## config.mk

```make
export PLATFORM = sky130hd
export DESIGN_NAME = tims_irq
export DESIGN_NICKNAME = d
export VERILOG_FILES = /design/src/tims_pkg.sv /design/src/tims_irq.sv
export SDC_FILE = /design/constraint.sdc
export NUM_CORES = 1
export LEC_CHECK = 0
export BUFFER_PORTS_ARGS = -buffer_cell sky130_fd_sc_hd__buf_2
export CELL_PAD_IN_SITES_DETAIL_PLACEMENT = 0
export CELL_PAD_IN_SITES_GLOBAL_PLACEMENT = 2
export CORE_AREA = 3 3 58 113
export CTS_CLUSTER_SIZE = 14
export DETAILED_ROUTE_END_ITERATION = 12
export DIE_AREA = 0 0 61 116
export GPL_TIMING_DRIVEN = 0
export PLACE_DENSITY = 0.77
export SLEW_MARGIN = 40
export SYNTH_ARGS = -nofsm -noshare
export SYNTH_HDL_FRONTEND = slang
export SYNTH_SLANG_ARGS = --single-unit
```

## constraint.sdc

```tcl
create_clock -name i_ref_clk -period 2 [get_ports i_ref_clk]
set_input_delay 0.2 -clock i_ref_clk [delete_from_list [all_inputs] [get_ports i_ref_clk]]
set_output_delay 0.2 -clock i_ref_clk [all_outputs]
set_load 0.005 [all_outputs]
```

## src/tims_pkg.sv

```systemverilog
// tims_pkg: constants and carriers for tag interrupt flag and mask logic
`default_nettype none
package tims_pkg;

   // ************************************************************
   // register offsets
   // ************************************************************
   localparam logic [7:0] MAIN_MASK_OFS  = 8'h08;
   localparam logic [7:0] AUX_MASK_OFS   = 8'h09;
   localparam logic [7:0] MAIN_FLAGS_OFS = 8'h0a;
   localparam logic [7:0] AUX_FLAGS_OFS  = 8'h0b;

   // ************************************************************
   // field positions
   // ************************************************************
   localparam int MASK_POWERUP_EVENT_BIT     = 7;
   localparam int MASK_ACTIVE_ENTRY_WAKE_BIT = 6;
   localparam int FLAG_POWERUP_EVENT_BIT     = 7;
   localparam int FLAG_ACTIVE_ENTRY_WAKE_BIT = 6;
   localparam int FLAG_COMMAND_WAKE_BIT      = 5;
   localparam int FLAG_RX_START_BIT          = 4;
   localparam int FLAG_RX_END_BIT            = 3;
   localparam int FLAG_TX_END_BIT            = 2;
   localparam int FLAG_FIFO_LEVEL_BIT        = 1;
   localparam int FLAG_AUX_BIT               = 0;

   // ************************************************************
   // reset values and writable bits
   // ************************************************************
   localparam logic [7:0] MAIN_MASK_RST  = 8'hc0;
   localparam logic [7:0] MAIN_MASK_WMSK = 8'hfe;
   localparam logic [7:0] AUX_MASK_RST   = 8'h00;
   localparam logic [7:0] MAIN_FLAGS_RST = 8'h00;

   // ************************************************************
   // carriers
   // ************************************************************
   typedef struct packed {
      logic       rd;
      logic       wr;
      logic [7:0] addr;
      logic [7:0] wdata;
   } tims_reg_req_t;

   typedef struct packed {
      logic powerup;
      logic active_wake;
      logic command_wake;
      logic rx_start;
      logic rx_end;
      logic rx_in_fifo;
      logic tx_end;
      logic tx_from_fifo;
      logic fifo_level;
   } tims_evt_t;

endpackage

`default_nettype wire

```

## src/tims_irq.sv

```systemverilog
// tims_irq: main interrupt flags, main and auxiliary masks, irq request
`timescale 1ns/1ps
`default_nettype none

module tims_irq (
   // clock and reset
   input  wire logic                    i_ref_clk,
   input  wire logic                    i_arst_n,
   // register port from the serial host interface
   input  wire tims_pkg::tims_reg_req_t i_reg,
   output logic [7:0]                   o_reg_rdata,
   // commands and non-volatile configuration
   input  wire logic                    i_set_default,
   input  wire logic                    i_cfg_powerup_irq_enable,
   input  wire logic                    i_cfg_active_wake_irq_enable,
   // event pulses from the protocol engine
   input  wire tims_pkg::tims_evt_t     i_evt,
   // auxiliary flag register contents, kept outside
   input  wire logic [7:0]              i_aux_flags,
   // request toward the host
   output logic                         o_irq
);

   // ************************************************************
   // state
   // ************************************************************
   logic [7:0] main_mask_r;
   logic [7:0] main_mask_nxt;
   logic [7:0] aux_mask_r;
   logic [7:0] aux_mask_nxt;
   logic [7:0] flags_r;
   logic [7:0] flags_nxt;
   logic       init_pend_r;
   logic       init_pend_nxt;
   logic [7:0] rdata_nxt;
   logic       irq_nxt;
   logic [7:0] evt_set;
   logic       rd_flags;
   logic       rd_aux;

   function automatic logic hit(input tims_pkg::tims_reg_req_t r,
                                input logic [7:0] ofs);
      hit = (r.addr == ofs);
   endfunction

   // ************************************************************
   // next-state logic
   // ************************************************************
   always_comb begin
      rd_flags = i_reg.rd && hit(i_reg, tims_pkg::MAIN_FLAGS_OFS);
      rd_aux   = i_reg.rd && hit(i_reg, tims_pkg::AUX_FLAGS_OFS);

      // rx/tx events count only when the frame goes through the FIFO
      evt_set = 8'h00;
      evt_set[tims_pkg::FLAG_POWERUP_EVENT_BIT]     = i_evt.powerup;
      evt_set[tims_pkg::FLAG_ACTIVE_ENTRY_WAKE_BIT] = i_evt.active_wake;
      evt_set[tims_pkg::FLAG_COMMAND_WAKE_BIT]      = i_evt.command_wake;
      evt_set[tims_pkg::FLAG_RX_START_BIT] =
         i_evt.rx_start && i_evt.rx_in_fifo;
      evt_set[tims_pkg::FLAG_RX_END_BIT] =
         i_evt.rx_end && i_evt.rx_in_fifo;
      evt_set[tims_pkg::FLAG_TX_END_BIT] =
         i_evt.tx_end && i_evt.tx_from_fifo;
      evt_set[tims_pkg::FLAG_FIFO_LEVEL_BIT] = i_evt.fifo_level;

      // masks
      main_mask_nxt = main_mask_r;
      aux_mask_nxt  = aux_mask_r;
      init_pend_nxt = 1'b0;
      if (i_reg.wr && hit(i_reg, tims_pkg::MAIN_MASK_OFS)) begin
         main_mask_nxt = i_reg.wdata & tims_pkg::MAIN_MASK_WMSK;
      end
      if (i_reg.wr && hit(i_reg, tims_pkg::AUX_MASK_OFS)) begin
         aux_mask_nxt = i_reg.wdata;
      end
      // one-shot power-up initialisation after reset release
      if (init_pend_r) begin
         if (i_cfg_powerup_irq_enable) begin
            main_mask_nxt[tims_pkg::MASK_POWERUP_EVENT_BIT] = 1'b0;
         end
         if (i_cfg_active_wake_irq_enable) begin
            main_mask_nxt[tims_pkg::MASK_ACTIVE_ENTRY_WAKE_BIT] = 1'b0;
         end
      end
      if (i_set_default) begin
         main_mask_nxt = tims_pkg::MAIN_MASK_RST;
         aux_mask_nxt  = tims_pkg::AUX_MASK_RST;
      end

      // flags: a new event wins over the read clear
      flags_nxt = flags_r;
      if (rd_flags) begin
         flags_nxt[7:1] = 7'h00;
      end
      flags_nxt[7:1] = flags_nxt[7:1] | evt_set[7:1];
      // bit 0 follows the auxiliary register, held until that is read
      if (|i_aux_flags) begin
         flags_nxt[tims_pkg::FLAG_AUX_BIT] = 1'b1;
      end else if (rd_aux) begin
         flags_nxt[tims_pkg::FLAG_AUX_BIT] = 1'b0;
      end
      if (i_set_default) begin
         flags_nxt = tims_pkg::MAIN_FLAGS_RST;
      end

      // read data, unmapped offsets read zero
      rdata_nxt = 8'h00;
      if (i_reg.rd) begin
         unique case (i_reg.addr)
            tims_pkg::MAIN_MASK_OFS:  rdata_nxt = main_mask_r;
            tims_pkg::AUX_MASK_OFS:   rdata_nxt = aux_mask_r;
            tims_pkg::MAIN_FLAGS_OFS: rdata_nxt = flags_r;
            default:                  rdata_nxt = 8'h00;
         endcase
      end

      // mask hides only the request, never the flag
      irq_nxt = (|(flags_nxt[7:1] & ~main_mask_nxt[7:1]))
              || (|(i_aux_flags & ~aux_mask_nxt));
   end

   // ************************************************************
   // registers
   // ************************************************************
   always_ff @(posedge i_ref_clk or negedge i_arst_n) begin
      if (!i_arst_n) begin
         main_mask_r <= tims_pkg::MAIN_MASK_RST;
         aux_mask_r  <= tims_pkg::AUX_MASK_RST;
         flags_r     <= tims_pkg::MAIN_FLAGS_RST;
         init_pend_r <= 1'b1;
         o_reg_rdata <= 8'h00;
         o_irq       <= 1'b0;
      end else begin
         main_mask_r <= main_mask_nxt;
         aux_mask_r  <= aux_mask_nxt;
         flags_r     <= flags_nxt;
         init_pend_r <= init_pend_nxt;
         o_reg_rdata <= rdata_nxt;
         o_irq       <= irq_nxt;
      end
   end
endmodule

`default_nettype wire

```

==> impl_results.md, run 1 <==
* Min cycle time layout at 2.172 ns
* Post-route cell area at 2341 um^2
* Yosys top cell by area: dfrtp_1
* Crit-path cells: buf_2 > or4_4 > or2_1 > buf_6 > o221ai_4 > nand4_1 > or3_1 > or4_1
* Slew headroom at 0.5917
* Number of global-route vias before repair at 1603
* Syn Std Cell Area at 1715 um^2
* Final std cells w/o fill at 307
* Root Driver: clkbuf_16
* Port-buffer cells at 47
* Period utilization at 1.086
* Clk_lat worst skew at 0.28 ns
* Post-synthesis area per instance at 9.477 um^2
* Crit. End Element: flop
* Worst Path Buf+Inv at 2
* Slowest CP cell: or4_4
* Initial core utilization at 0.2954
* Final Skew at 0.004932 ns
* Post-layout net count at 285
* Placer Congestion at 0.7281
* Number of synthesized flops with an enable pin at 0
* Flip-flop and latch area at 829.5 um^2
* Final hold vios at 0
* Max rail drop VDD at 0.3098 mV
* Multi-input gate area at 885.9 um^2
* Count of different cell masters after synthesis at 38
* Die area at 7076 um^2
* Hold depth at 3
* WP depth at 8
* Area grow syn2layout at 36.47%
* Violated checks: negative setup slack
* # fillers at 614
* Layout cells sized above 1 at 0.3211
* Sequential element share of the synthesized area at 0.4836
* Final core occ at 0.4031
* Post-synth top area share at 0.4376
* Final WL at 4.865 mm
* Final setup viols at 1
* Worst EP required at 2.14 ns
* H-Tree Level Count at 2
* Placed cell area at 2057 um^2
* Crit path max fanout at 9
* Min-Delay Path Class: primary input to flop
* Number of CTS-inserted buffers at 5
* Worst-margin pin slew at 0.6124 ns
* Startpoint Class: primary input
* Worst setup margin at -0.1723 ns
* Dpl cells at 289
* DP Wirelength at 3.845 mm
* DR vias at 1533
* Arr. time, crit path at 2.31 ns
* Antenna Cells at 0
* Core ar. at 5807 um^2
* CTS tree: done
* Top delay family on crit path: simple AND/OR/NAND/NOR gates
* Fmax at 460.3 MHz
* WL per Instance at 15.85 um
* Area contributors post-synth: dfrtp_1 44%, mux2i_1 11%, nor2_1 7.4%
* Post-synth ARST share at 1.000
* Power per cell area at 751.8 nW/um^2
* CP max stage delay at 0.56 ns
* First-pass GRT wire length at 7.838 mm
* Clock Pin Slew Worst Setup and Hold Paths at 0.05 ns
* RSZ-0062 raised after global routing: yes
* DRC violations left at 0
* Syn_nets at 221
* Final Max Slew Viols at 0
* Clock buffer depth at 2
* ANT nets after route at 0
* Number of placement rows at 39
* Congestion Overflow GR at 0
* CTS sink count at 33
* Leak at 0.001050 uW
* # IOs at 49
* Synth Warn # at 0
* Crit path kind: primary input to flop
* Drt first pass iters at 4
* Initial antenna violation count at 0
* Total track usage at 0.1545
* Synth Flop Type: dfrtp_1
* Die height at 116 um
* Vias/cell at 4.993
* Max-cap violations at 0
* Outcome: finished, violations left
* Drt initial violations at 16
* Register bit total from synthesis at 33
* Die span in x at 61 um
* Register-to-Register Path Depth at 4
* Largest net degree at the start of global routing at 34
* Mapped Cells at 181
==> metal layers <==
metal / track usage / vias to the layer above / routed length, um
met5: 0 / - / 0
met4: 0.07670 / 0 / 134
met3: 0.03456 / 9 / 178
met2: 0.2781 / 32 / 2785
met1: 0.1599 / 731 / 1767
li1: - / 761 / -
==> layout make-up <==
type | instances | share of cell area
Sequential cell | 33 | 0.3544
Buffer | 10 | 0.02138
Clock inverter | 1 | 0.01283
Inverter | 2 | 0.003207
Multi-Input combinational cell | 136 | 0.3784
Tap cell | 61 | 0.03260
Timing Repair Buffer | 57 | 0.1363
Clock buffer | 7 | 0.06093
==> flip-flops by register name, indices dropped and copies added (netlist names) <==
signal	flops
flags_r	8
o_irq	1
init_pend_r	1
o_reg_rdata	8
main_mask_r	7
aux_mask_r	8
==> where the power goes <==
group	internal (uW)	switching (uW)	leakage, uW
Combinational	72.3	97.5	0.000531
Sequential	686	7.00	0.000435
Clock	622	275	0.0000841
Total	1380	380	0.00105
==> cells in the final DEF (no fill, tap or decap), types with 2 or more instances in the layout <==
cell type / count
buf_2: 46
a22oi_1: 3
clkbuf_16: 5
buf_1: 2
a31oi_1: 2
dfstp_2: 3
buf_4: 9
o21ai_1: 4
mux2i_1: 19
a21oi_1: 13
o22ai_1: 2
dfrtp_1: 30
nor3_4: 2
nor2b_1: 3
inv_1: 2
o221ai_2: 3
o21ai_0: 3
nand2b_1: 7
nor4_1: 2
nor3b_1: 6
nand2_1: 14
nor2_1: 34
clkbuf_1: 6
buf_6: 2
nand4_1: 2
==> kinds of logic after synthesis <==
family          count (synthesis)  share of synthesized area
flops                          33                     0.4836
mux                            20                     0.1174
other cells                     1                   0.002186
compound gates                 37                     0.1357
buf+inv                        12                    0.03136
simple gates                   78                     0.2298
==> path summary, 6_finish.rpt <==
check / startpoint / endpoint / slack (ns)
min: i_evt[6] / flags_r[5]$_DFF_PN0_ / 0.15
min in group asynchronous: i_arst_n / o_reg_rdata[5]$_DFF_PN0_ / 0.41
max reg2reg: main_mask_r[7]$_DFF_PN1_ / o_irq$_DFF_PN0_ / 0.22
min reg2reg: flags_r[7]$_DFF_PN0_ / o_reg_rdata[7]$_DFF_PN0_ / 0.51
max in group asynchronous: i_arst_n / main_mask_r[6]$_DFF_PN1_ / 1.24
max: i_reg[13] / o_irq$_DFF_PN0_ / -0.17
==> worst register-to-register path, delay by kind of cell (launching register included) <==
kind / cells / cell delay (ns)
flops: 1 / 0.52
simple gates: 1 / 0.54
compound gates: 3 / 0.58
==> synth_stat cells (all sizes together) (2+ instances only) <==
master and count:
nor2 34, dfrtp 30, mux2i 19, nand2 14, a21oi 13, nand2b 7
o21ai 7, clkbuf 6, nor3b 6, buf 4, o221ai 4, a22oi 3
dfstp 3, nor2b 3, nor4 3, a31oi 2, inv 2, nand4 2
nor3 2, o22ai 2, or4 2
==> through the flow <==
stage	power [uW]	hold slack [ns]	worst slack [ns]	setup TNS, ns
floorplan	781.2	-0.09559	-0.2360	-1.426
global placement	869.0	0.3114	-0.7976	-5.914
detailed placement	870.7	0.3084	-0.6261	-2.965
CTS	1776	0.009662	-0.1691	-0.1691
global route	1823	0.1603	-0.2112	-0.2112
finish	1760	0.1489	-0.1723	-0.1723
==> repair_timing <==
action                     in CTS  in global routing
hold endpoints to repair        0                 30
setup buffers                   8                  1
hold buffers                    0                  1
setup endpoints to repair       4                  9
pin swaps                       4                  2
gates resized for setup         3                  7
No activity file was read; power rests on OpenSTA's default activity.
==> run 2, diff against run 1 <==
==> config.mk (replaced) <==
export PLATFORM = sky130hd
export DESIGN_NAME = tims_irq
export DESIGN_NICKNAME = d
export VERILOG_FILES = /design/src/tims_pkg.sv /design/src/tims_irq.sv
export SDC_FILE = /design/constraint.sdc
export NUM_CORES = 1
export LEC_CHECK = 0
export ABC_AREA = 1
export BUFFER_PORTS_ARGS = -buffer_cell sky130_fd_sc_hd__buf_2
export CORE_AREA = 2 2 51 100
export CTS_CLUSTER_SIZE = 14
export DETAILED_ROUTE_END_ITERATION = 12
export DIE_AREA = 0 0 53 102
export GPL_TIMING_DRIVEN = 0
export PLACE_DENSITY = 0.63
export SLEW_MARGIN = 40
export SYNTH_ARGS = -nofsm -noshare
export SYNTH_HDL_FRONTEND = slang
export SYNTH_SLANG_ARGS = --single-unit
==> run 2 against run 1 <==
- the flow now finishes without violations
- routed wire length down 8.4%
- clock power down 27%
- synthesized cell count grew 36%
- die area down 24%
- maximum frequency grew 59%
- worst hold slack improved by 0.0060 ns
- critical endpoint unchanged
- largest power group is now sequential cells
- highest routed layer unchanged
==> impl_results.md, run 2 <==
* Area grow syn2layout at 23.72% (was 36.47%)
* Syn Std Cell Area at 1804 um^2 (was 1715 um^2)
* Vias/cell at 4.747 (was 4.993)
* Total power at 1498 uW (was 1760 uW)
* Number of synthesized flops with an enable pin at 0 (unchanged)
* Largest net degree at the start of global routing at 34 (unchanged)
* CTS sink count at 33 (unchanged)
* Initial antenna violation count at 0 (unchanged)
* Commonest cells in the netlist: 84 x nand2_1, 46 x inv_1, 30 x dfrtp_1 (was 34 x nor2_1, 30 x dfrtp_1, 19 x mux2i_1)
* DR vias at 1690 (was 1533)
* Total track usage at 0.1936 (was 0.1545)
* DP Wirelength at 3.468 mm (was 3.845 mm)
* Min-Delay Path Class: primary input to flop (unchanged)
* Post-route cell area at 2232 um^2 (was 2341 um^2)
* Final hold vios at 0 (unchanged)
* Clk_lat worst skew at 0.29 ns (was 0.28 ns)
* CP dominant cell by count: nand2_1
* Most frequent cells in the layout: 84 x nand2_1, 47 x buf_2, 46 x inv_1 (was 46 x buf_2, 34 x nor2_1, 30 x dfrtp_1)
* Antenna Cells at 0 (unchanged)
* Layout cells sized above 1 at 0.2558 (was 0.3211)
* Leak at 0.001346 uW (was 0.001050 uW)
* Count of different cell masters after synthesis at 27 (was 38)
* WL per Instance at 12.51 um (was 15.85 um)
* Crit-path cells: buf_2 > nor2_2 > nand2_2 > nor2_4 > nand2_2 > nand2_1 > nand2_1 > nand3_1 > nand2_1 > inv_1 > nand2_1 > nor2_1 > nand2_1 (was buf_2 > or4_4 > or2_1 > buf_6 > o221ai_4 > nand4_1 > or3_1 > or4_1)
* H-Tree Level Count at 2 (unchanged)
* Commonest non-fill, non-tap cell in the layout: nand2_1 (was buf_2)
* Port-buffer cells at 46 (was 47)
* Register-to-Register Path Depth at 7 (was 4)
* Worst reg2reg setup slack at 0.75 ns (was 0.22 ns)
* Post-synthesis area per instance at 7.334 um^2 (was 9.477 um^2)
* Hold path start: i_evt[0] (was i_evt[6])
* Max rail drop VDD at 0.4955 mV (was 0.3098 mV)
* Arr. time, crit path at 1.53 ns (was 2.31 ns)
* Syn_nets at 286 (was 221)
* Mapped Cells at 246 (was 181)
* Most common cell in the netlist: nand2_1 (was nor2_1)
* Period utilization at 0.6814 (was 1.086)
* # IOs at 49 (unchanged)
* Clock buffer depth at 2 (unchanged)
* Drt initial violations at 18 (was 16)
* Post-synth ARST share at 1.000 (unchanged)
* Regs by FF count: aux_mask_r x8, flags_r x8, o_reg_rdata x8 (unchanged)
* Crit path max fanout at 7 (was 9)
* CTS tree: done (unchanged)
* CP max stage delay at 0.23 ns (was 0.56 ns)
* Hold depth at 3 (unchanged)
* Resized Gates After CTS at 0 (was 3)
* Min cycle time layout at 1.363 ns (was 2.172 ns)
* Crit. End Element: flop (unchanged)
* Slowest CP cell: nor2_4 (was or4_4)
* R2r startpoint: main_mask_r[6]$_DFF_PN1_ (was main_mask_r[7]$_DFF_PN1_)
* ANT nets after route at 0 (unchanged)
* WHS Endpoint: flags_r[1]$_DFF_PN0_ (was flags_r[5]$_DFF_PN0_)
* Number of global-route vias before repair at 1715 (was 1603)
* Top delay family on crit path: simple AND/OR/NAND/NOR gates (unchanged)
* Synth Warn # at 0 (unchanged)
* Synth Flop Type: dfrtp_1 (unchanged)
* Die height at 102 um (was 116 um)
* Initial core utilization at 0.3924 (was 0.2954)
* Final WL at 4.455 mm (was 4.865 mm)
* Final Max Slew Viols at 0 (unchanged)
* DRC violations left at 0 (unchanged)
* Outcome: complete, no violations (was finished, violations left)
* Core ar. at 4598 um^2 (was 5807 um^2)
* Worst reg2reg endpoint: o_irq$_DFF_PN0_ (unchanged)
* TNS Setup at 0 ns (was -0.1723 ns)
* Power per cell area at 671.0 nW/um^2 (was 751.8 nW/um^2)
* Crit path kind: primary input to flop (unchanged)
* Sequential element share of the synthesized area at 0.4598 (was 0.4836)
* Drt first pass iters at 4 (unchanged)
* Fmax at 733.8 MHz (was 460.3 MHz)
* Startpoint Class: primary input (unchanged)
* Hold Buf Count CTS at 0 (unchanged)
* Placer Congestion at 0.8576 (was 0.7281)
* RSZ-0062 raised after global routing: no (was yes)
* Yosys top cell by area: dfrtp_1 (unchanged)
* Placed cell area at 2103 um^2 (was 2057 um^2)
* Final setup viols at 0 (was 1)
* Number of CTS-inserted buffers at 5 (unchanged)
* Max-cap violations at 0 (unchanged)
* Worst Path Buf+Inv at 2 (unchanged)
* Die area at 5406 um^2 (was 7076 um^2)
* Area contributors post-synth: dfrtp_1 42%, nand2_1 17%, inv_1 9.6% (was dfrtp_1 44%, mux2i_1 11%, nor2_1 7.4%)
* Die span in x at 53 um (was 61 um)
* Number of placement rows at 35 (was 39)
* Worst EP required at 2.17 ns (was 2.14 ns)
* Final Skew at 0.004147 ns (was 0.004932 ns)
* # fillers at 497 (was 614)
* Register bit total from synthesis at 33 (unchanged)
* Post-CTS Setup Bufs at 0 (was 8)
* Root Driver: clkbuf_8 (was clkbuf_16)
* Post-synth top area share at 0.4161 (was 0.4376)
* Post-layout net count at 340 (was 285)
* Congestion Overflow GR at 0 (unchanged)
* Clock Pin Slew Worst Setup and Hold Paths at 0.07 ns (was 0.05 ns)
* First-pass GRT wire length at 7.569 mm (was 7.838 mm)
## run 2: cell families (layout without fill, tap and decap cells)
family	after synthesis	count (layout)	synth area share
simple gates	140	140	0.3564
buf+inv	55	110	0.1186
other cells	1	1	0.002078
flops	33	33	0.4598
compound gates	17	17	0.06311
## run 2: layout make-up
type                    count  area [um^2]  share of cell area
flip-flops and latches     33        829.5              0.3716
inverters                  51        196.4             0.08800
clock buffers               7        86.33             0.03868
multi-input cells         158        760.7              0.3408
clock inverters             1        30.03             0.01345
well taps                  55        68.82             0.03083
repair buffers             47        242.7              0.1087
plain buffers               4        17.52            0.007848
## run 2: metal layers
| layer | part of all wire | wire (um) | GRT usage |
|---|---|---|---|
| met3 | 0.042 | 187 | 0.03655 |
| met4 | 0.055 | 247 | 0.1321 |
| met5 | 0 | 0 | 0 |
| met2 | 0.53 | 2344 | 0.3327 |
| met1 | 0.38 | 1675 | 0.2053 |
## run 2: report_power, final
group,internal (uW),switching [uW]
Combinational,58.7,94.5
Clock,406,246
Sequential,685,7.42
## run 2: worst max-delay path by stage
stage | from | end | slack, ns | cells after the start
after floorplan | i_reg[15] | o_irq$_DFF_PN0_ | 0.77 | 12
after global placement | i_set_default | o_irq$_DFF_PN0_ | 0.31 | 9
after detailed placement | i_reg[15] | o_irq$_DFF_PN0_ | 0.30 | 13
after CTS | i_reg[15] | o_irq$_DFF_PN0_ | 0.61 | 13
after global routing | i_reg[10] | o_irq$_DFF_PN0_ | 0.42 | 13
final | i_reg[15] | o_irq$_DFF_PN0_ | 0.64 | 13
## run 2: through the flow
step / instances / utilization / hold slack, ns / worst slack, ns
5_1_grt: 356 / 0.4854 / 0.1932 / 0.4161
3_5_place_dp: 347 / 0.4574 / 0.3067 / 0.3028
6_report: 356 / 0.4854 / 0.1549 / 0.6372
3_3_place_gp: 347 / 0.4574 / 0.3069 / 0.3066
4_1_cts: 355 / 0.4827 / 0.003308 / 0.6077
2_1_floorplan: 246 / - / -0.09559 / 0.7677
## run 2: worst min-delay path: stages
cell     delay [ns]
buf_2          0.09
inv_1          0.05
a21oi_1        0.06
==> run 3, diff against run 2 <==
==> constraint.sdc (replaced) <==
create_clock -name i_ref_clk -period 1.4 [get_ports i_ref_clk]
set_input_delay 0.14 -clock i_ref_clk [delete_from_list [all_inputs] [get_ports i_ref_clk]]
set_output_delay 0.14 -clock i_ref_clk [all_outputs]
set_load 0.005 [all_outputs]
==> run 3 against run 2 <==
- clock power up 43%
- critical path depth unchanged
- worst hold slack worse by 0.060 ns
- sequential share of layout area down 0.78 points
- via count up 2.0%
- routed wire length up 3.8%
- largest power group unchanged
==> impl_results.md, run 3 (synthesis results as in run 2) <==
* Outcome: complete, no violations (unchanged)
* WHS Endpoint: flags_r[1]$_DFF_PN0_ (unchanged)
* CTS sink count at 33 (unchanged)
* Number of placement rows at 35 (unchanged)
* Min cycle time layout at 1.242 ns
* Root Driver: clkbuf_8 (unchanged)
* Clock buffer depth at 2 (unchanged)
* ANT nets after route at 0 (unchanged)
* First-pass GRT wire length at 7.583 mm (was 7.569 mm)
* Worst reg2reg endpoint: o_irq$_DFF_PN0_ (unchanged)
* Crit path kind: primary input to flop (unchanged)
* Worst EP required at 1.57 ns (was 2.17 ns)
* Number of CTS-inserted buffers at 5 (unchanged)
* Post-layout net count at 343 (was 340)
* Flip-flop and latch area at 829.5 um^2 (unchanged)
* Max rail drop VDD at 0.7183 mV (was 0.4955 mV)
* Initial antenna violation count at 0 (unchanged)
* Initial core utilization at 0.3924 (unchanged)
* Final setup viols at 0 (unchanged)
* Final WL at 4.624 mm (was 4.455 mm)
* Multi-input gate area at 780.7 um^2 (was 760.7 um^2)
* Drt initial violations at 16 (was 18)
* Worst Path Buf+Inv at 2 (unchanged)
* Final Skew at 0.003082 ns (was 0.004147 ns)
* Power per cell area at 943.0 nW/um^2 (was 671.0 nW/um^2)
* Port-buffer cells at 46 (unchanged)
* Crit. End Element: flop (unchanged)
* H-Tree Level Count at 2 (unchanged)
* CTS tree: done (unchanged)
* Layout cells sized above 1 at 0.2763 (was 0.2558)
* Clk_lat worst skew at 0.29 ns (about the same)
* DRC violations left at 0 (unchanged)
* Startpoint Class: primary input (unchanged)
* Die span in x at 53 um (unchanged)
* Vias/cell at 4.802 (was 4.747)
* TNS Setup at 0 ns (unchanged)
* Period utilization at 0.8872
* Min-Delay Path Class: primary input to flop (unchanged)
* Number of global-route vias before repair at 1717 (was 1715)
* Fmax at 805.1 MHz
* Area grow syn2layout at 26.35% (was 23.72%)
* CP max stage delay at 0.18 ns (was 0.23 ns)
* Slowest CP cell: nor2_2 (was nor2_4)
* Hold path start: i_evt[0] (unchanged)
* Crit path max fanout at 5 (was 7)
* Register-to-Register Path Depth at 7 (unchanged)
* Final core occ at 0.4958 (was 0.4854)
* # fillers at 490 (was 497)
* # IOs at 49 (unchanged)
* Worst reg2reg setup slack at 0.17 ns (was 0.75 ns)
* Leak at 0.001364 uW (was 0.001346 uW)
* Core ar. at 4598 um^2 (unchanged)
* Congestion Overflow GR at 0 (unchanged)
* Placer Congestion at 0.8576 (unchanged)
* Total track usage at 0.1939 (was 0.1936)
* DP Wirelength at 3.468 mm (unchanged)
* Hold depth at 3 (unchanged)
* Antenna Cells at 0 (unchanged)
* WL per Instance at 12.88 um (was 12.51 um)
* Die height at 102 um (unchanged)
* Commonest non-fill, non-tap cell in the layout: nand2_1 (unchanged)
* Regs by FF count: aux_mask_r x8, flags_r x8, o_reg_rdata x8 (unchanged)
* Top delay family on crit path: simple AND/OR/NAND/NOR gates (unchanged)
* Max-cap violations at 0 (unchanged)
* Arr. time, crit path at 1.42 ns (was 1.53 ns)
* Crit-path cells: buf_2 > inv_1 > nand2_1 > nor2_2 > nand2_4 > nor2_8 > nor2_1 > nor2_2 > nor2_1 > nor2_1 > nand2_1 > nor2_2 > nand2_1 (was buf_2 > nor2_2 > nand2_2 > nor2_4 > nand2_2 > nand2_1 > nand2_1 > nand3_1 > nand2_1 > inv_1 > nand2_1 > nor2_1 > nand2_1)
* Largest net degree at the start of global routing at 34 (unchanged)
* Final hold vios at 0 (unchanged)
* Drt first pass iters at 4 (unchanged)
* Final Max Slew Viols at 0 (unchanged)
* Die area at 5406 um^2 (unchanged)
* Clock Pin Slew Worst Setup and Hold Paths at 0.07 ns (about the same)
* DR vias at 1724 (was 1690)
* Most frequent cells in the layout: 84 x nand2_1, 47 x buf_2, 46 x inv_1 (unchanged)
* R2r startpoint: main_mask_r[6]$_DFF_PN1_ (unchanged)
[run 3: worst max path at each step]
stage,cells after the start,slack [ns],start,end
global route,13,-0.01,i_reg[10],o_irq$_DFF_PN0_
CTS,13,0.07,i_reg[15],o_irq$_DFF_PN0_
global placement,9,-0.23,i_set_default,o_irq$_DFF_PN0_
floorplan,12,0.23,i_reg[15],o_irq$_DFF_PN0_
detailed placement,13,-0.24,i_reg[15],o_irq$_DFF_PN0_
finish,13,0.16,i_reg[10],o_irq$_DFF_PN0_
[run 3: repair_timing]
| item | 4_1_cts | 5_1_grt |
|---|---|---|
| gates resized for setup | 0 | 7 |
| hold buffers | 1 | 0 |
| buffers inserted | 0 | 3 |
| setup endpoints to repair | 0 | 1 |
| hold endpoints to repair | 30 | 0 |
[run 3: through the flow]
stage,instances,cell area (um^2),worst slack (ns),total power (uW),hold slack (ns)
floorplan,246,1804,0.2277,1114,-0.1556
global placement,347,2103,-0.2334,1222,0.2469
detailed placement,347,2103,-0.2372,1224,0.2467
CTS,356,2230,0.06773,2157,0.09134
global route,359,2280,-0.009920,2229,0.1332
finish,359,2280,0.1579,2150,0.09524
[run 3: worst reg2reg max path, stage by stage (launching register included)]
cell and delay (ns):
dfstp_2 0.52, inv_1 0.05, nand2_1 0.06, o211ai_1 0.11, nand2_1 0.10, nand3_1 0.08
nor2_2 0.15, nand2_1 0.06
[run 3: cell type report]
class / instances / share of cell area
flip-flops and latches: 33 / 0.3639
multi-input cells: 158 / 0.3425
repair buffers: 50 / 0.1164
inverters: 51 / 0.08782
clock buffers: 7 / 0.03787
well taps: 55 / 0.03019
clock inverters: 1 / 0.01317
plain buffers: 4 / 0.008233
[run 3: report_power, final]
| part | internal [uW] | total, uW | switching [uW] |
|---|---|---|---|
| Clock | 580 | 934 | 354 |
| Sequential | 978 | 989 | 10.5 |
| Combinational | 85.9 | 227 | 141 |
[run 3: layer usage]
metal  vias to the layer above  track usage  routed length (um)
met5                         -            0                   0
met4                         0       0.1321                 246
met3                        20      0.03655                 199
met2                        52       0.3327                2493
met1                       791       0.2062                1685
li1                        861            -                   -
